[src/rtl/soc_pkg.sv]
// soc_pkg: shared constants and types for the output/current command block
// assumes: 32-bit apb data, one aligned word per register
package soc_pkg;

    // setpoint word width (current and voltage codes)
    localparam int SOC_DW = 16;

    // register byte offsets
    localparam logic [7:0] SOC_OFS_OUT_CTRL = 8'h00; // output enable 0/1
    localparam logic [7:0] SOC_OFS_VSET = 8'h04; // voltage setpoint
    localparam logic [7:0] SOC_OFS_ISET = 8'h08; // current setpoint
    localparam logic [7:0] SOC_OFS_ISET_MAX = 8'h0c; // ro: max current
    localparam logic [7:0] SOC_OFS_ISET_MIN = 8'h10; // ro: min current
    localparam logic [7:0] SOC_OFS_ILIM = 8'h14; // current limit
    localparam logic [7:0] SOC_OFS_IPROT = 8'h18; // overcurrent level
    localparam logic [7:0] SOC_OFS_IPROT_MAX = 8'h1c; // ro: factory max
    localparam logic [7:0] SOC_OFS_IPROT_MIN = 8'h20; // ro: min level
    localparam logic [7:0] SOC_OFS_IRANGE = 8'h24; // 0 low, 1 high
    localparam logic [7:0] SOC_OFS_ITRIG = 8'h28; // pending trig value
    localparam logic [7:0] SOC_OFS_TRIG_CMD = 8'h2c; // wo: apply trig
    localparam logic [7:0] SOC_OFS_MODE = 8'h30; // 0 fixed, 1 list
    localparam logic [7:0] SOC_OFS_LIST_CMD = 8'h34; // wo: list setup
    localparam logic [7:0] SOC_OFS_ERR = 8'h38; // ro: error, read clears
    localparam logic [7:0] SOC_OFS_STATUS = 8'h3c; // breaker, w1 clears

    // field positions
    localparam int SOC_BIT_ERR_VALID = 16;
    localparam int SOC_BIT_STAT_TRIP = 0;

    // error codes as 16-bit two's complement
    localparam logic [15:0] SOC_ERR_RANGE = 16'hff22; // -222
    localparam logic [15:0] SOC_ERR_CMD = 16'hff9c; // -100

    // reset values and model figures
    localparam logic [SOC_DW-1:0] SOC_IMAX_DEF = 16'hffff;
    localparam logic [SOC_DW-1:0] SOC_IPROT_MAX_DEF = 16'hffff;
    localparam logic [SOC_DW-1:0] SOC_RANGE_DIV = 16'h000a; // low = max/10
    localparam logic [SOC_DW-1:0] SOC_ZERO = 16'h0000;

    // apb request carrier
    typedef struct packed {
        logic [7:0] paddr;
        logic psel;
        logic penable;
        logic pwrite;
        logic [31:0] pwdata;
    } soc_apb_req_s;

    // apb answer carrier
    typedef struct packed {
        logic [31:0] prdata;
        logic pready;
        logic pslverr;
    } soc_apb_rsp_s;

    // list sequencer step carrier
    typedef struct packed {
        logic valid;
        logic done;
        logic [SOC_DW-1:0] vset;
        logic [SOC_DW-1:0] iset;
    } soc_step_s;

    // list run state
    typedef enum logic {
        SOC_FIXED,
        SOC_LIST
    } soc_mode_e;

    // complete block state
    typedef struct packed {
        soc_apb_rsp_s rsp;
        logic out_en;
        logic range_hi;
        soc_mode_e mode;
        logic [SOC_DW-1:0] prog_v;
        logic [SOC_DW-1:0] prog_i;
        logic [SOC_DW-1:0] pre_v;
        logic [SOC_DW-1:0] pre_i;
        logic [SOC_DW-1:0] ilim;
        logic [SOC_DW-1:0] iprot;
        logic [SOC_DW-1:0] itrig;
        logic [SOC_DW-1:0] dac_v;
        logic [SOC_DW-1:0] dac_i;
        logic err_valid;
        logic [15:0] err_code;
        logic trip;
    } soc_state_s;

endpackage : soc_pkg

[src/rtl/soc_cmd.sv]
// soc_cmd: output enable, current setpoint, limit, protection, range,
// triggered value and list mode command logic behind an apb slave
// assumes: mclk 50 MHz, srst synchronous active high, list sequencer
// and current monitor inputs synchronous to mclk
// registers are one aligned 32-bit word each; setpoints sit in the low
// 16 bits of the data word and the upper bits are ignored on write
// a transfer is answered in its second access cycle, three cycles in all
// the monitored current is compared with the protection level each cycle
// the list sequencer drives one step word and a done pulse per list
//
// Register access over APB and the address map were left to the implementer.
`timescale 1ns/1ps
module soc_cmd
    import soc_pkg::*;
#(
    parameter logic [SOC_DW-1:0] IMAX = SOC_IMAX_DEF,
    parameter logic [SOC_DW-1:0] IPROT_MAX = SOC_IPROT_MAX_DEF
) (
    // clock and reset
    input wire logic mclk,
    input wire logic srst,
    // apb slave
    input wire soc_apb_req_s apb_req,
    output soc_apb_rsp_s apb_rsp,
    // list sequencer
    input wire soc_step_s list_step,
    output logic list_run,
    // current monitor
    input wire logic [SOC_DW-1:0] i_meas,
    // supply outputs
    output logic out_en,
    output logic range_hi,
    output logic [SOC_DW-1:0] dac_v,
    output logic [SOC_DW-1:0] dac_i,
    output logic breaker_trip
);

    ////////////////////////////////////////////////////////////////////////
    // state
    // st_r holds every flop of the block, st_nxt its value for the next
    // edge; all outputs are fields of st_r
    soc_state_s st_r;
    soc_state_s st_nxt;

    // bus strobes and the setpoint field of the write word
    logic acc;
    logic wr;
    logic rd_done;
    logic [SOC_DW-1:0] wval;

    // model maximum for the selected scale
    logic [SOC_DW-1:0] imax_eff;

    // error posting for this cycle
    logic err_set;
    logic [15:0] err_new;
    logic err_clr;

    // read side: offset decoded and the word to return
    logic hit;
    logic [31:0] rdata;

    ////////////////////////////////////////////////////////////////////////
    // bus decode: access phase answered one cycle after it starts
    // a transfer acts only at the edge where pready is already high; an
    // access phase held longer by the master acts again every second edge
    assign acc = apb_req.psel & apb_req.penable;
    assign wr = acc & apb_req.pwrite & st_r.rsp.pready;
    assign rd_done = acc & ~apb_req.pwrite & st_r.rsp.pready;
    // setpoint value from the low half of the data word
    assign wval = apb_req.pwdata[SOC_DW-1:0];

    // effective model maximum for the selected scale
    // the low scale only changes the maximum query; the limit checks
    // compare against ilim and iprot in either scale
    assign imax_eff = st_r.range_hi ? IMAX
                                    : IMAX / SOC_RANGE_DIV;

    ////////////////////////////////////////////////////////////////////////
    // read mux
    // write-only commands read as zero; an unmapped offset returns zero
    // and raises pslverr together with pready
    always_comb begin
        // default: mapped offset, zero data
        hit = 1'b1;
        rdata = 32'h0000_0000;
        case (apb_req.paddr)
            SOC_OFS_OUT_CTRL: begin
                rdata[0] = st_r.out_en;
            end
            // setpoints read back the saved copy while the output
            // is off, never the zeroed dac words
            SOC_OFS_VSET: begin
                rdata[SOC_DW-1:0] = st_r.prog_v;
            end
            SOC_OFS_ISET: begin
                rdata[SOC_DW-1:0] = st_r.prog_i;
            end
            // figures of the model; the current maximum follows the selected scale
            SOC_OFS_ISET_MAX: begin
                rdata[SOC_DW-1:0] = imax_eff;
            end
            SOC_OFS_ISET_MIN: begin
                rdata[SOC_DW-1:0] = SOC_ZERO;
            end
            // limit and protection level as last accepted
            SOC_OFS_ILIM: begin
                rdata[SOC_DW-1:0] = st_r.ilim;
            end
            SOC_OFS_IPROT: begin
                rdata[SOC_DW-1:0] = st_r.iprot;
            end
            SOC_OFS_IPROT_MAX: begin
                rdata[SOC_DW-1:0] = IPROT_MAX;
            end
            SOC_OFS_IPROT_MIN: begin
                rdata[SOC_DW-1:0] = SOC_ZERO;
            end
            // range as a single bit, 1 for the high scale
            SOC_OFS_IRANGE: begin
                rdata[0] = st_r.range_hi;
            end
            // pending trigger value
            SOC_OFS_ITRIG: begin
                rdata[SOC_DW-1:0] = st_r.itrig;
            end
            // command words read as zero; the mode word reads 1 while the list runs
            SOC_OFS_TRIG_CMD: begin
                rdata = 32'h0000_0000;
            end
            SOC_OFS_MODE: begin
                rdata[0] = (st_r.mode == SOC_LIST);
            end
            SOC_OFS_LIST_CMD: begin
                rdata = 32'h0000_0000;
            end
            // error entry and breaker status words
            SOC_OFS_ERR: begin
                rdata[SOC_BIT_ERR_VALID] = st_r.err_valid;
                rdata[15:0] = st_r.err_code;
            end
            SOC_OFS_STATUS: begin
                rdata[SOC_BIT_STAT_TRIP] = st_r.trip;
            end
            // unmapped offset
            default: begin
                hit = 1'b0;
            end
        endcase
    end

    ////////////////////////////////////////////////////////////////////////
    // next state
    always_comb begin
        // defaults: hold every field, no error event this cycle
        st_nxt = st_r;
        err_set = 1'b0;
        err_new = SOC_ERR_RANGE;
        err_clr = 1'b0;

        // apb answer: pready pulses in the second access cycle
        // pready is forced low the cycle after it rises, so back-to-back
        // transfers each see exactly one pulse
        st_nxt.rsp.pready = acc & ~st_r.rsp.pready;
        st_nxt.rsp.prdata = (acc & ~st_r.rsp.pready) ? rdata : 32'h0000_0000;
        st_nxt.rsp.pslverr = acc & ~st_r.rsp.pready & ~hit;

        // reading the error register consumes the entry
        // the clear acts at the completing edge, after the word was taken,
        // so the entry that was read is the one removed
        if (rd_done && apb_req.paddr == SOC_OFS_ERR) begin
            err_clr = 1'b1;
        end

        // list sequencer steps and completion
        // steps count only while the list runs; the step word may hold
        // anything in between. a finished list keeps its last step
        if (st_r.mode == SOC_LIST) begin
            if (list_step.valid) begin
                st_nxt.prog_v = list_step.vset;
                st_nxt.prog_i = list_step.iset;
            end
            if (list_step.done) begin
                st_nxt.mode = SOC_FIXED; // last step stays
            end
        end

        // register writes take effect at the completing edge
        // an out-of-range value completes the transfer normally; the stored
        // value stays and only the error entry records the refusal
        if (wr) begin
            case (apb_req.paddr)
                // enable bit: 0 turns the output off, 1 turns it on
                SOC_OFS_OUT_CTRL: begin
                    st_nxt.out_en = apb_req.pwdata[0];
                end
                // writes while disabled land in the saved copy
                // and apply at the next enable
                SOC_OFS_VSET: begin
                    st_nxt.prog_v = wval;
                end
                // the setpoint is bounded by the present limit
                SOC_OFS_ISET: begin
                    if (wval > st_r.ilim) begin
                        err_set = 1'b1;
                    end else begin
                        st_nxt.prog_i = wval;
                    end
                end
                // the limit may not exceed the protection level in force
                SOC_OFS_ILIM: begin
                    if (wval > st_r.iprot) begin
                        err_set = 1'b1;
                    end else begin
                        st_nxt.ilim = wval;
                    end
                end
                // the protection level is bounded by the factory maximum
                SOC_OFS_IPROT: begin
                    if (wval > IPROT_MAX) begin
                        err_set = 1'b1;
                    end else begin
                        st_nxt.iprot = wval;
                    end
                end
                // a range change turns the output off and leaves it off;
                // the host enables it again on the new scale
                SOC_OFS_IRANGE: begin
                    st_nxt.out_en = 1'b0;
                    st_nxt.range_hi = apb_req.pwdata[0];
                end
                // the pending trigger value is bounded by the present limit
                SOC_OFS_ITRIG: begin
                    if (wval > st_r.ilim) begin
                        err_set = 1'b1;
                    end else begin
                        st_nxt.itrig = wval;
                    end
                end
                // the trigger copies the pending value with no new
                // limit check: a value left above a lowered limit
                // still reaches the output
                SOC_OFS_TRIG_CMD: begin
                    st_nxt.prog_i = st_r.itrig;
                end
                // entering the list saves the setpoints for a stop;
                // writing the mode already in force changes nothing
                SOC_OFS_MODE: begin
                    if (apb_req.pwdata[0] && st_r.mode == SOC_FIXED) begin
                        st_nxt.pre_v = st_r.prog_v;
                        st_nxt.pre_i = st_r.prog_i;
                        st_nxt.mode = SOC_LIST;
                    end else if (!apb_req.pwdata[0] &&
                                 st_r.mode == SOC_LIST) begin
                        st_nxt.prog_v = st_r.pre_v;
                        st_nxt.prog_i = st_r.pre_i;
                        st_nxt.mode = SOC_FIXED;
                    end
                end
                // list setup is a no-op in fixed mode and a
                // command error while the list runs
                SOC_OFS_LIST_CMD: begin
                    if (st_r.mode == SOC_LIST) begin
                        err_set = 1'b1;
                        err_new = SOC_ERR_CMD;
                    end
                end
                // writing one to the trip bit clears it
                SOC_OFS_STATUS: begin
                    if (apb_req.pwdata[SOC_BIT_STAT_TRIP]) begin
                        st_nxt.trip = 1'b0;
                    end
                end
                // read-only and unmapped offsets change nothing
                default: begin
                    st_nxt.trip = st_r.trip;
                end
            endcase
        end

        // error entry: a new error wins over a same-cycle clear
        // the entry is one deep: a later error overwrites the code of an
        // earlier one that was never read
        if (err_set) begin
            st_nxt.err_valid = 1'b1;
            st_nxt.err_code = err_new;
        end else if (err_clr) begin
            st_nxt.err_valid = 1'b0;
        end

        // breaker: trip wins over clear
        // the trip only flags the event; it does not turn the output off
        // the compare uses the stored level, so a new protection value
        // acts from the edge after the write that stores it
        if (i_meas > st_r.iprot) begin
            st_nxt.trip = 1'b1;
        end

        // applied setpoints: saved values held, zero while disabled
        // the dac words follow the next-state enable, so the output
        // and its setpoints change at one edge; the programmed values
        // stay as the saved copy while disabled
        if (st_nxt.out_en) begin
            st_nxt.dac_v = st_nxt.prog_v;
            st_nxt.dac_i = st_nxt.prog_i;
        end else begin
            st_nxt.dac_v = SOC_ZERO;
            st_nxt.dac_i = SOC_ZERO;
        end
    end

    ////////////////////////////////////////////////////////////////////////
    // state register
    // synchronous reset: output enabled, setpoints zero, full model
    // figures as limit and protection level, no error pending
    always_ff @(posedge mclk) begin
        if (srst) begin
            st_r.rsp <= '0;
            st_r.out_en <= 1'b1;
            st_r.range_hi <= 1'b1;
            st_r.mode <= SOC_FIXED;
            st_r.prog_v <= SOC_ZERO;
            st_r.prog_i <= SOC_ZERO;
            st_r.pre_v <= SOC_ZERO;
            st_r.pre_i <= SOC_ZERO;
            st_r.ilim <= IMAX;
            st_r.iprot <= IPROT_MAX;
            st_r.itrig <= SOC_ZERO;
            st_r.dac_v <= SOC_ZERO;
            st_r.dac_i <= SOC_ZERO;
            st_r.err_valid <= 1'b0;
            st_r.err_code <= 16'h0000;
            st_r.trip <= 1'b0;
        end else begin
            st_r <= st_nxt;
        end
    end

    ////////////////////////////////////////////////////////////////////////
    // outputs straight from the state register
    // no output has a combinational path from an input; list_run is the
    // single mode bit of the state
    assign apb_rsp = st_r.rsp;
    assign list_run = (st_r.mode == SOC_LIST);
    assign out_en = st_r.out_en;
    assign range_hi = st_r.range_hi;
    assign dac_v = st_r.dac_v;
    assign dac_i = st_r.dac_i;
    assign breaker_trip = st_r.trip;

endmodule : soc_cmd

[config.mk]
export PLATFORM = sky130hd
export DESIGN_NAME = soc_cmd
export DESIGN_NICKNAME = d
export VERILOG_FILES = /design/src/rtl/soc_pkg.sv /design/src/rtl/soc_cmd.sv
export SDC_FILE = /design/constraint.sdc
export NUM_CORES = 1
export LEC_CHECK = 0
export ABC_AREA = 1
export BUFFER_PORTS_ARGS = -buffer_cell sky130_fd_sc_hd__clkbuf_2
export CORE_UTILIZATION = 53
export DETAILED_ROUTE_END_ITERATION = 10
export GPL_TIMING_DRIVEN = 0
export PLACE_DENSITY = 0.76
export SLEW_MARGIN = 25
export SYNTH_ARGS = -nofsm -noshare
export SYNTH_HDL_FRONTEND = slang
export SYNTH_SLANG_ARGS = --single-unit
[constraint.sdc]
create_clock -name mclk -period 3.4 [get_ports mclk]
set_input_delay 0.51 -clock mclk [delete_from_list [all_inputs] [get_ports mclk]]
set_output_delay 0.51 -clock mclk [all_outputs]
set_load 0.1 [all_outputs]
[After elaboration in Yosys (flattened, before gate mapping)]
Cells that the tools add are included.
Word-level totals
  bits in registers: 199
  output and inout bits: 70
Operators by class
  magnitude comparators: 4
  equal/unequal tests: 15
  multiplexer cells: 41
  bitwise operators: 17
  reduce and logical (&&, ||, !) cells: 20
Operators by type and width (count)
  $mux 16: 8
  $mux 32: 4
  $pmux 15 s8: 1
  $mux 115: 1
  $mux 33: 2
  $eq 8x6->1 const B: 8
  $gt 16x16->1: 3
  $pmux 16 s3: 1
  $eq 8x5->1 const B: 4
  $pmux 16 s2: 1
  $mux 8: 3
  $mux 1: 17
  $eq 8x4->1 const B: 2
  $gt 16x16->1 const B: 1
  $reduce_or 16->1: 1
  $reduce_and 3->1: 5
  $pmux 1 s12: 1
  $not 1->1: 10
  $eq 8x3->1 const B: 1
  $logic_not 8->1: 1
  $reduce_bool 2->1: 4
  $and 1x1->1: 7
  $reduce_or 2->1: 3
  $pmux 1 s4: 1
  other kinds (5): 7

[Depth between registers and ports, before layout]
Gate-level depths: netlist of run 1.
  depth after elaboration: 8
  mapped depth: 20
  depth with buffers taken out: 18

[Worst setup path after synthesis of run 1]
Ideal clock, no wire load.
  path kind: in2reg
  from: input apb_req[0] (netlist bit)
  to: register st_r[61] (netlist bit)
  setup time: 0.128 ns
  arrival time: 2.184 ns
  path slack: 1.088 ns
  stages on the path: 17
  path buffers: 2
  cell sequence: inv_1 clkbuf_1 ha_1 inv_1 nand2_1 nand2_1 nand2_1 nand2_1 nand2_1 nand2_1 nand2_1 nand2_1 nand2_1 nand3_1 clkbuf_1 o21ai_0 a21oi_1
On the way
  word-level cells in the longest chain between the ends: 3
Ends and longest elaborated chain
  from (decl): RTL line soc_cmd.sv:23  | input wire soc_apb_req_s apb_req,
  $gt 16x16->1: RTL line soc_cmd.sv:234  | if (wval > st_r.ilim) begin
  $not 1->1 (no source line)
  $reduce_and 3->1 (no source line)
  to (signal assigned): RTL line soc_cmd.sv:335  | st_r <= st_nxt;
  to (decl): RTL line soc_cmd.sv:42  | soc_state_s st_r;
Every way passes these cells.
A chain may end at the register's enable or synchronous reset.

[Final worst setup path of run 1]
  from: input apb_req[0] (netlist bit)
  to: register st_r[64] (netlist bit)
Same word-level chain as after synthesis.

==> key figures, run 1 <==
Clock network
  • Post-CTS Setup Repair Bufs: 0
  • Clk slew on worst S/H paths: about 0.07 ns
  • Post-CTS Hold Fix Bufs: 0
  • CTS sink cnt: 171
  • Post-CTS resize count: 0
  • Root Driver: clkbuf_16
  • CTS Buf Count: 17
  • Clock Latency Late Sink: around 0.44 ns
  • Max clock buf depth: 2
  • CTS tree: yes
  • H-tree depth: 4

Layout
  • Fin nets: about 1,600
  • Layout area overhead: 17.47%
  • Fin util: 64.56%
  • Diode count: 0
  • Design Area, Final: 10,820 um2
  • Layout cells sized above 1: roughly a fifth

Run status
  • Outcome: finished clean

Synthesis
  • Post-synth top area share: a little under two fifths
  • Top post-synthesis cells by area: dfxtp_1, nand2_1, ha_1
  • Post-synth EDFFs: 0
  • Async SR Flop Fraction: 0%
  • Flops & latches, synth: 171
  • Synth warnings: 0
  • Multiplexer share of the synthesized area: 0.1222%
  • Main combinational cell family by area after synthesis: compound AO/OA/AOI/OAI gates
  • Syn Area/Cell: 7.375 um2
  • Syn Inst Count: 1,249
  • Area leader, netlist: dfxtp_1
  • Post-Synth Adder-Cell Area: under 10%
  • Cell variety after synth: 50
  • Synth cell count leaders: nand2_1, dfxtp_1, nor2_1, inv_1, a21oi_1
  • Compound-Gate Fraction of Synth Area: 22.97%
  • Most numerous cell in the Yosys netlist: nand2_1
  • Xor/xnor cell area share of the yosys netlist: 0%
  • Synth Area in Simple Gates: 18.55%
  • Mapped Area: 9211 um2
  • Predominant post-synthesis flop cell: dfxtp_1
  • Post-synthesis sequential area ratio: between 30% and 40%

Route
  • Via count: 9,377
  • Remaining DRCs: 0
  • Routed WL per cell: 19.65 um
  • DR pass1 iterations: 6
  • Final wirelength: 32,370 um
  • Via density: around 5.7
  • Final ANT Viol Nets: 0
  • DRT iter0 DRCs: 1,024

Place
  • Port-buffer cells: 132
  • Post-detail-place hpwl: between 20,000 and 30,000 um
  • Dpl cell area: 10,200 um2
  • GPL Wtd Cong: 0.9629

Worst setup path
  • Setup crit start: apb_req[0]
  • WS Path Type: primary input to flip-flop
  • Critical-path top delay cell: clkbuf_1
  • Critical path startpoint category: primary input
  • CP Cell Sequence: clkbuf_2 -> inv_1 -> clkbuf_1 -> ha_1 -> inv_1 -> nand2_1 -> nand2_1 -> nand2_1 -> nand2_1 -> nand2_1 -> nand2_1 -> nand2_1 -> nand2_1 -> nand2_1 -> nand3_1 -> clkbuf_1 -> o21ai_0 -> a21oi_1
  • Max FO, Critical Path: 11
  • CP required: 3.71 ns
  • CP endpoint kind: flip-flop
  • Reg2reg start: st_r[97]
  • Most frequent CP cell: nand2_1
  • Crit path largest cell delay: between 0.6 and 0.7 ns
  • Worst EP arrival: ~3.4 ns

Die
  • Die W: between 100 and 150 um
  • Die height: 133.8 um
  • Core area: 16,760 um2
  • # rows: 47
  • Die area: 17,910 um2
  • Initial Util: 54.96%
  • I/O Pins: 165

GRT
  • Pin count of the biggest net entering global routing: 17
  • Vias in the first global route: 8,564
  • Gr usage total: 36.68%
  • Grt total ovfl: 0
  • Initial antenna violation count: 0
  • First-pass GRT wire length: 49,160 um

Flow run
  • Max_cap viols: 0

STA
  • Tightest Pin Transition: 0.8139 ns
  • Fin Hold WS: 0.3875 ns
  • Final Cycle Share: about nine tenths
  • Final hold vios: 0
  • Setup Viol. Count Final: 0
  • Minimum clock period: ~3.1 ns
  • Slew margin rel.: 45.74%
  • Setup tns final: 0 ns
  • Max Fclk: roughly 320 MHz
  • Pins Over Slew Limit: 0
  • Final Skew: 0.009471 ns
  • RSZ-0062 raised after global routing: false

Worst hold path
  • Tightest Hold Check Type: primary input to flip-flop
  • Hold_sp: apb_req[32]

Power
  • LEAKAGE: 5.335 nW
  • Pwr/cell area: around 410 nW/um2
  • Total power: 4.401 mW
  • Peak VDD IR: 0.3694 mV
[power by group]
group          internal, mW  leakage, nW  switching [mW]
logic                0.0799         3.65           0.228
clock network          1.20        0.303           0.891
registers              2.00         1.38        0.000686
[critical path: cells and delay by family]
kind                       cells  cell delay [ns]
buffers and inverters          5             1.42
and+or+nand+nor               10             0.92
AOI/OAI and AO/OA              2             0.29
adders and majority gates      1             0.26
[layout by cell type, fill, tap and decap left out, drive strengths merged, types with 4 or more instances in the layout]
master   instances
inv            155
o211ai          19
o221ai           4
dfxtp          171
o32ai            9
o221a            5
o22ai           31
nor3             7
clkbuf         186
a211oi          31
nand4            5
buf             93
o21ai           97
ha              48
a31oi            5
o2111ai          4
a221oi           4
nand3           38
a21oi          117
o21bai           7
nor4            11
nand2          182
nor2           163
conb            15
[cell families after synthesis]
kind of cell	after synthesis
AND/OR/NAND/NOR	407
AO/OA/AOI/OAI	345
buffers and inverters	276
flip-flops	171
adder cells (fa/ha/maj)	48
multiplexers	1
other	1
[flip-flops by register name, indices dropped and copies added, names as in the netlist]
signal / flops
breaker_trip: 1
dac_i: 16
dac_v: 16
out_en: 1
apb_rsp: 19
list_run: 1
st_r: 116
range_hi: 1
[path summary, 6_finish.rpt]
| path | slack [ns] | cells past startpoint | to |
|---|---|---|---|
| worst min-delay path | 0.39 | 3 | st_r[17] |
| worst max-delay path | 0.31 | 18 | st_r[64] |
| worst min register to register | 0.44 | 2 | apb_rsp[18] |
| worst max register to register | 0.89 | 10 | st_r[140] |
[metrics by stage]
stage,cells,worst slack [ns]
2_1_floorplan,1263,1.088
6_report,1647,0.3087
5_1_grt,1647,0.1519
4_1_cts,1647,0.4313
3_3_place_gp,1615,0.05109
3_5_place_dp,1615,0.03340
[layer usage]
layer,global-route usage [%],share of wire (%)
met4,13.83,3.5
met1,50.29,42
met2,57.11,44
met3,6.916,11
met5,0,0
[cell type report]
class                      count  area, um2
buffer                       128      789.5
clock buffer                  19      442.9
clock inverter                13      177.7
fill                        1586       5939
inverter                     148      558.0
multi-input combinational    816       4493
sequential                   171       3423
tap                          220      275.3
timing repair buffer         132      660.6
Power figures use the tool's default switching activity.
==> run 2: changes to the inputs <==
--- a/config.mk
+++ b/config.mk
@@ -7,10 +7,12 @@
 export LEC_CHECK = 0
 export ABC_AREA = 1
 export BUFFER_PORTS_ARGS = -buffer_cell sky130_fd_sc_hd__clkbuf_2
-export CORE_UTILIZATION = 53
+export CELL_PAD_IN_SITES_DETAIL_PLACEMENT = 0
+export CELL_PAD_IN_SITES_GLOBAL_PLACEMENT = 1
+export CORE_UTILIZATION = 44
 export DETAILED_ROUTE_END_ITERATION = 10
 export GPL_TIMING_DRIVEN = 0
-export PLACE_DENSITY = 0.76
+export PLACE_DENSITY = 0.95
 export SLEW_MARGIN = 25
 export SYNTH_ARGS = -nofsm -noshare
 export SYNTH_HDL_FRONTEND = slang
==> run 2 against run 1 <==
  * Clock-buffer cell count down 2
  * Total power up 1.5%
  * Critical path depth unchanged
  * Global-route usage down 6.4 points
  * Routed wire length down 1.1%
  * Cell count up 3.1%
  * Flip-flop and latch count unchanged
==> key figures, run 2 (synthesized netlist as in run 1, its figures left out) <==
Run status
  • Outcome: finished clean (unchanged)

Worst setup path
  • Max FO, Critical Path: 11 (unchanged)
  • CP endpoint kind: flip-flop (unchanged)
  • Worst EP arrival: 3.51 ns (was 3.40 ns)
  • Critical path startpoint category: primary input (unchanged)
  • CP required: 3.72 ns (was 3.71 ns)
  • WS Path Type: primary input to flip-flop (unchanged)

Layout
  • Biggest register: st_r (unchanged)
  • Leading cell type in the layout, fill and taps excluded: nand2_1 (unchanged)
  • Largest register FFs: 116 (unchanged)
  • Most frequent cells in the layout: nand2_1, dfxtp_1, nor2_1, inv_1, clkbuf_2 (unchanged)
  • FF+latch area: 3423 um2 (unchanged)
  • Layout area overhead: 18.31% (was 17.47%)
  • Layout cells sized above 1: 20.60% (was 20.53%)
  • Multi-input gate area: 4493 um2 (unchanged)
  • Fillers: 2,009 (was 1,586)
  • Fin nets: 1,557 (unchanged)
  • Fin util: 53.51% (was 64.56%)

GRT
  • Pin count of the biggest net entering global routing: 17 (unchanged)
  • First-pass GRT wire length: 49,180 um (was 49,160 um)
  • Initial antenna violation count: 2 (was 0)
  • Vias in the first global route: 8,573 (was 8,564)
  • Gr usage total: 30.29% (was 36.68%)
  • Grt total ovfl: 0 (unchanged)

Clock network
  • Clock Latency Late Sink: 0.44 ns (about the same)
  • Max clock buf depth: 2 (unchanged)
  • CTS sink cnt: 171 (unchanged)
  • Post-CTS Hold Fix Bufs: 0 (unchanged)
  • Root Driver: clkbuf_16 (unchanged)
  • Clk slew on worst S/H paths: 0.07 ns (about the same)
  • CTS tree: yes (unchanged)
  • CTS Buf Count: 17 (unchanged)
  • H-tree depth: 4 (unchanged)
  • Post-CTS Setup Repair Bufs: 0 (unchanged)
  • Post-CTS resize count: 0 (unchanged)

Route
  • Via count: 9,323 (was 9,377)
  • DR pass1 iterations: 7 (was 6)
  • Remaining DRCs: 0 (unchanged)
  • Via density: 5.491 (was 5.693)
  • Final ANT Viol Nets: 0 (unchanged)
  • DRT iter0 DRCs: 963 (was 1,024)
  • Routed WL per cell: 18.86 um (was 19.65 um)
  • Final wirelength: 32,020 um (was 32,370 um)

Die
  • Die area: 21,520 um2 (was 17,910 um2)
  • # rows: 52 (was 47)
  • I/O Pins: 165 (unchanged)
  • Die W: 146.7 um (was 133.8 um)
  • Initial Util: 45.23% (was 54.96%)
  • Die height: 146.7 um (was 133.8 um)
  • Core area: 20,360 um2 (was 16,760 um2)

Power
  • Sw Share: 25.44% (was 25.46%)
  • LEAKAGE: 5.348 nW (was 5.335 nW)
  • Reg power frac: 44.8% (was 45.5%)
  • Combinational share of power: 6.9% (was 7.0%)
  • Pwr/cell area: 409.9 nW/um2 (was 406.8 nW/um2)
  • Peak VDD IR: 0.3604 mV (was 0.3694 mV)
  • Pint: 3.331 mW (was 3.281 mW)
  • NetSw: 1.136 mW (was 1.120 mW)
  • Clock power frac: 48.3% (was 47.5%)

STA
  • Setup Viol. Count Final: 0 (unchanged)
  • Max Fclk: 313.4 MHz (was 323.5 MHz)
  • Fin worst setup slack: 0.2090 ns (was 0.3087 ns)
  • Minimum clock period: 3.191 ns (was 3.091 ns)
  • RSZ-0062 raised after global routing: false (unchanged)
  • Final Skew: 0.009767 ns (was 0.009471 ns)
  • Tightest Pin Transition: 0.9711 ns (was 0.8139 ns)
  • Final Cycle Share: 93.85% (was 90.92%)
  • Pins Over Slew Limit: 0 (unchanged)
  • Final hold vios: 0 (unchanged)
  • Slew margin rel.: 35.26% (was 45.74%)

Place
  • Port-buffer cells: 132 (unchanged)
  • Place WS: -0.0005529 ns (was 0.03340 ns)
  • Post-detail-place hpwl: 24,800 um (was 25,110 um)
  • GPL Wtd Cong: 0.9910 (was 0.9629)

Worst hold path
  • Tightest Hold Check Type: primary input to flip-flop (unchanged)

Flow run
  • Max_cap viols: 0 (unchanged)
==> run 2: through the flow <==
step | total power, mW | cells | TNS, ns | hold WS [ns] | cell area [um2]
final | 4.468 | 1698 | 0 | 0.3935 | 10900
after global placement | 2.350 | 1665 | 0 | 0.4316 | 10260
after global routing | 4.580 | 1697 | 0 | 0.3967 | 10900
after detailed placement | 2.352 | 1665 | -0.0005529 | 0.4350 | 10260
after floorplan | 2.236 | 1263 | 0 | 0.4229 | 9264
after CTS | 4.461 | 1697 | 0 | 0.3856 | 10900
==> run 2: worst paths after layout <==
path / start / to / slack, ns / depth (start not counted)
worst max register to register: st_r[96] / st_r[64] / 0.88 / 10
worst min-delay path: apb_req[32] / st_r[17] / 0.39 / 3
worst max-delay path: apb_req[0] / st_r[64] / 0.21 / 18
worst min register to register: st_r[17] / apb_rsp[18] / 0.44 / 2
==> run 2: area by class of cell <==
cell class | count | area share, %
Buffer | 128 | 7.245
Sequential cell | 171 | 31.41
Timing Repair Buffer | 132 | 6.062
Clock buffer | 17 | 3.904
Clock inverter | 15 | 1.906
Inverter | 148 | 5.121
Multi-Input combinational cell | 816 | 41.23
Tap cell | 270 | 3.100
Antenna cell | 1 | 0.02296
==> run 2: layer usage <==
layer / GRT usage (%) / up-vias / part of all wire, %
met5: 0 / - / 0.041
met4: 9.948 / 2 / 2.7
met3: 6.832 / 68 / 9.4
met2: 46.82 / 459 / 44
met1: 41.58 / 4341 / 44
li1: - / 4453 / -
==> run 2: critical path, cell delays in order <==
cell and delay [ns]:
clkbuf_2 0.15, inv_1 0.24, clkbuf_1 0.77, ha_1 0.27, inv_1 0.04, nand2_1 0.05, nand2_1 0.05, nand2_1 0.05
nand2_1 0.08, nand2_1 0.08, nand2_1 0.05, nand2_1 0.05, nand2_1 0.07, nand2_1 0.24, nand3_1 0.22, clkbuf_1 0.30
o21ai_0 0.25, a21oi_1 0.06
==> run 2: power groups by stage <==
stage	clock network (mW)	registers [mW]	logic [mW]
floorplan	0	2.05	0.187
global placement	0	2.05	0.300
detailed placement	0	2.05	0.302
CTS	2.15	2.00	0.304
global route	2.25	2.00	0.328
finish	2.16	2.00	0.308
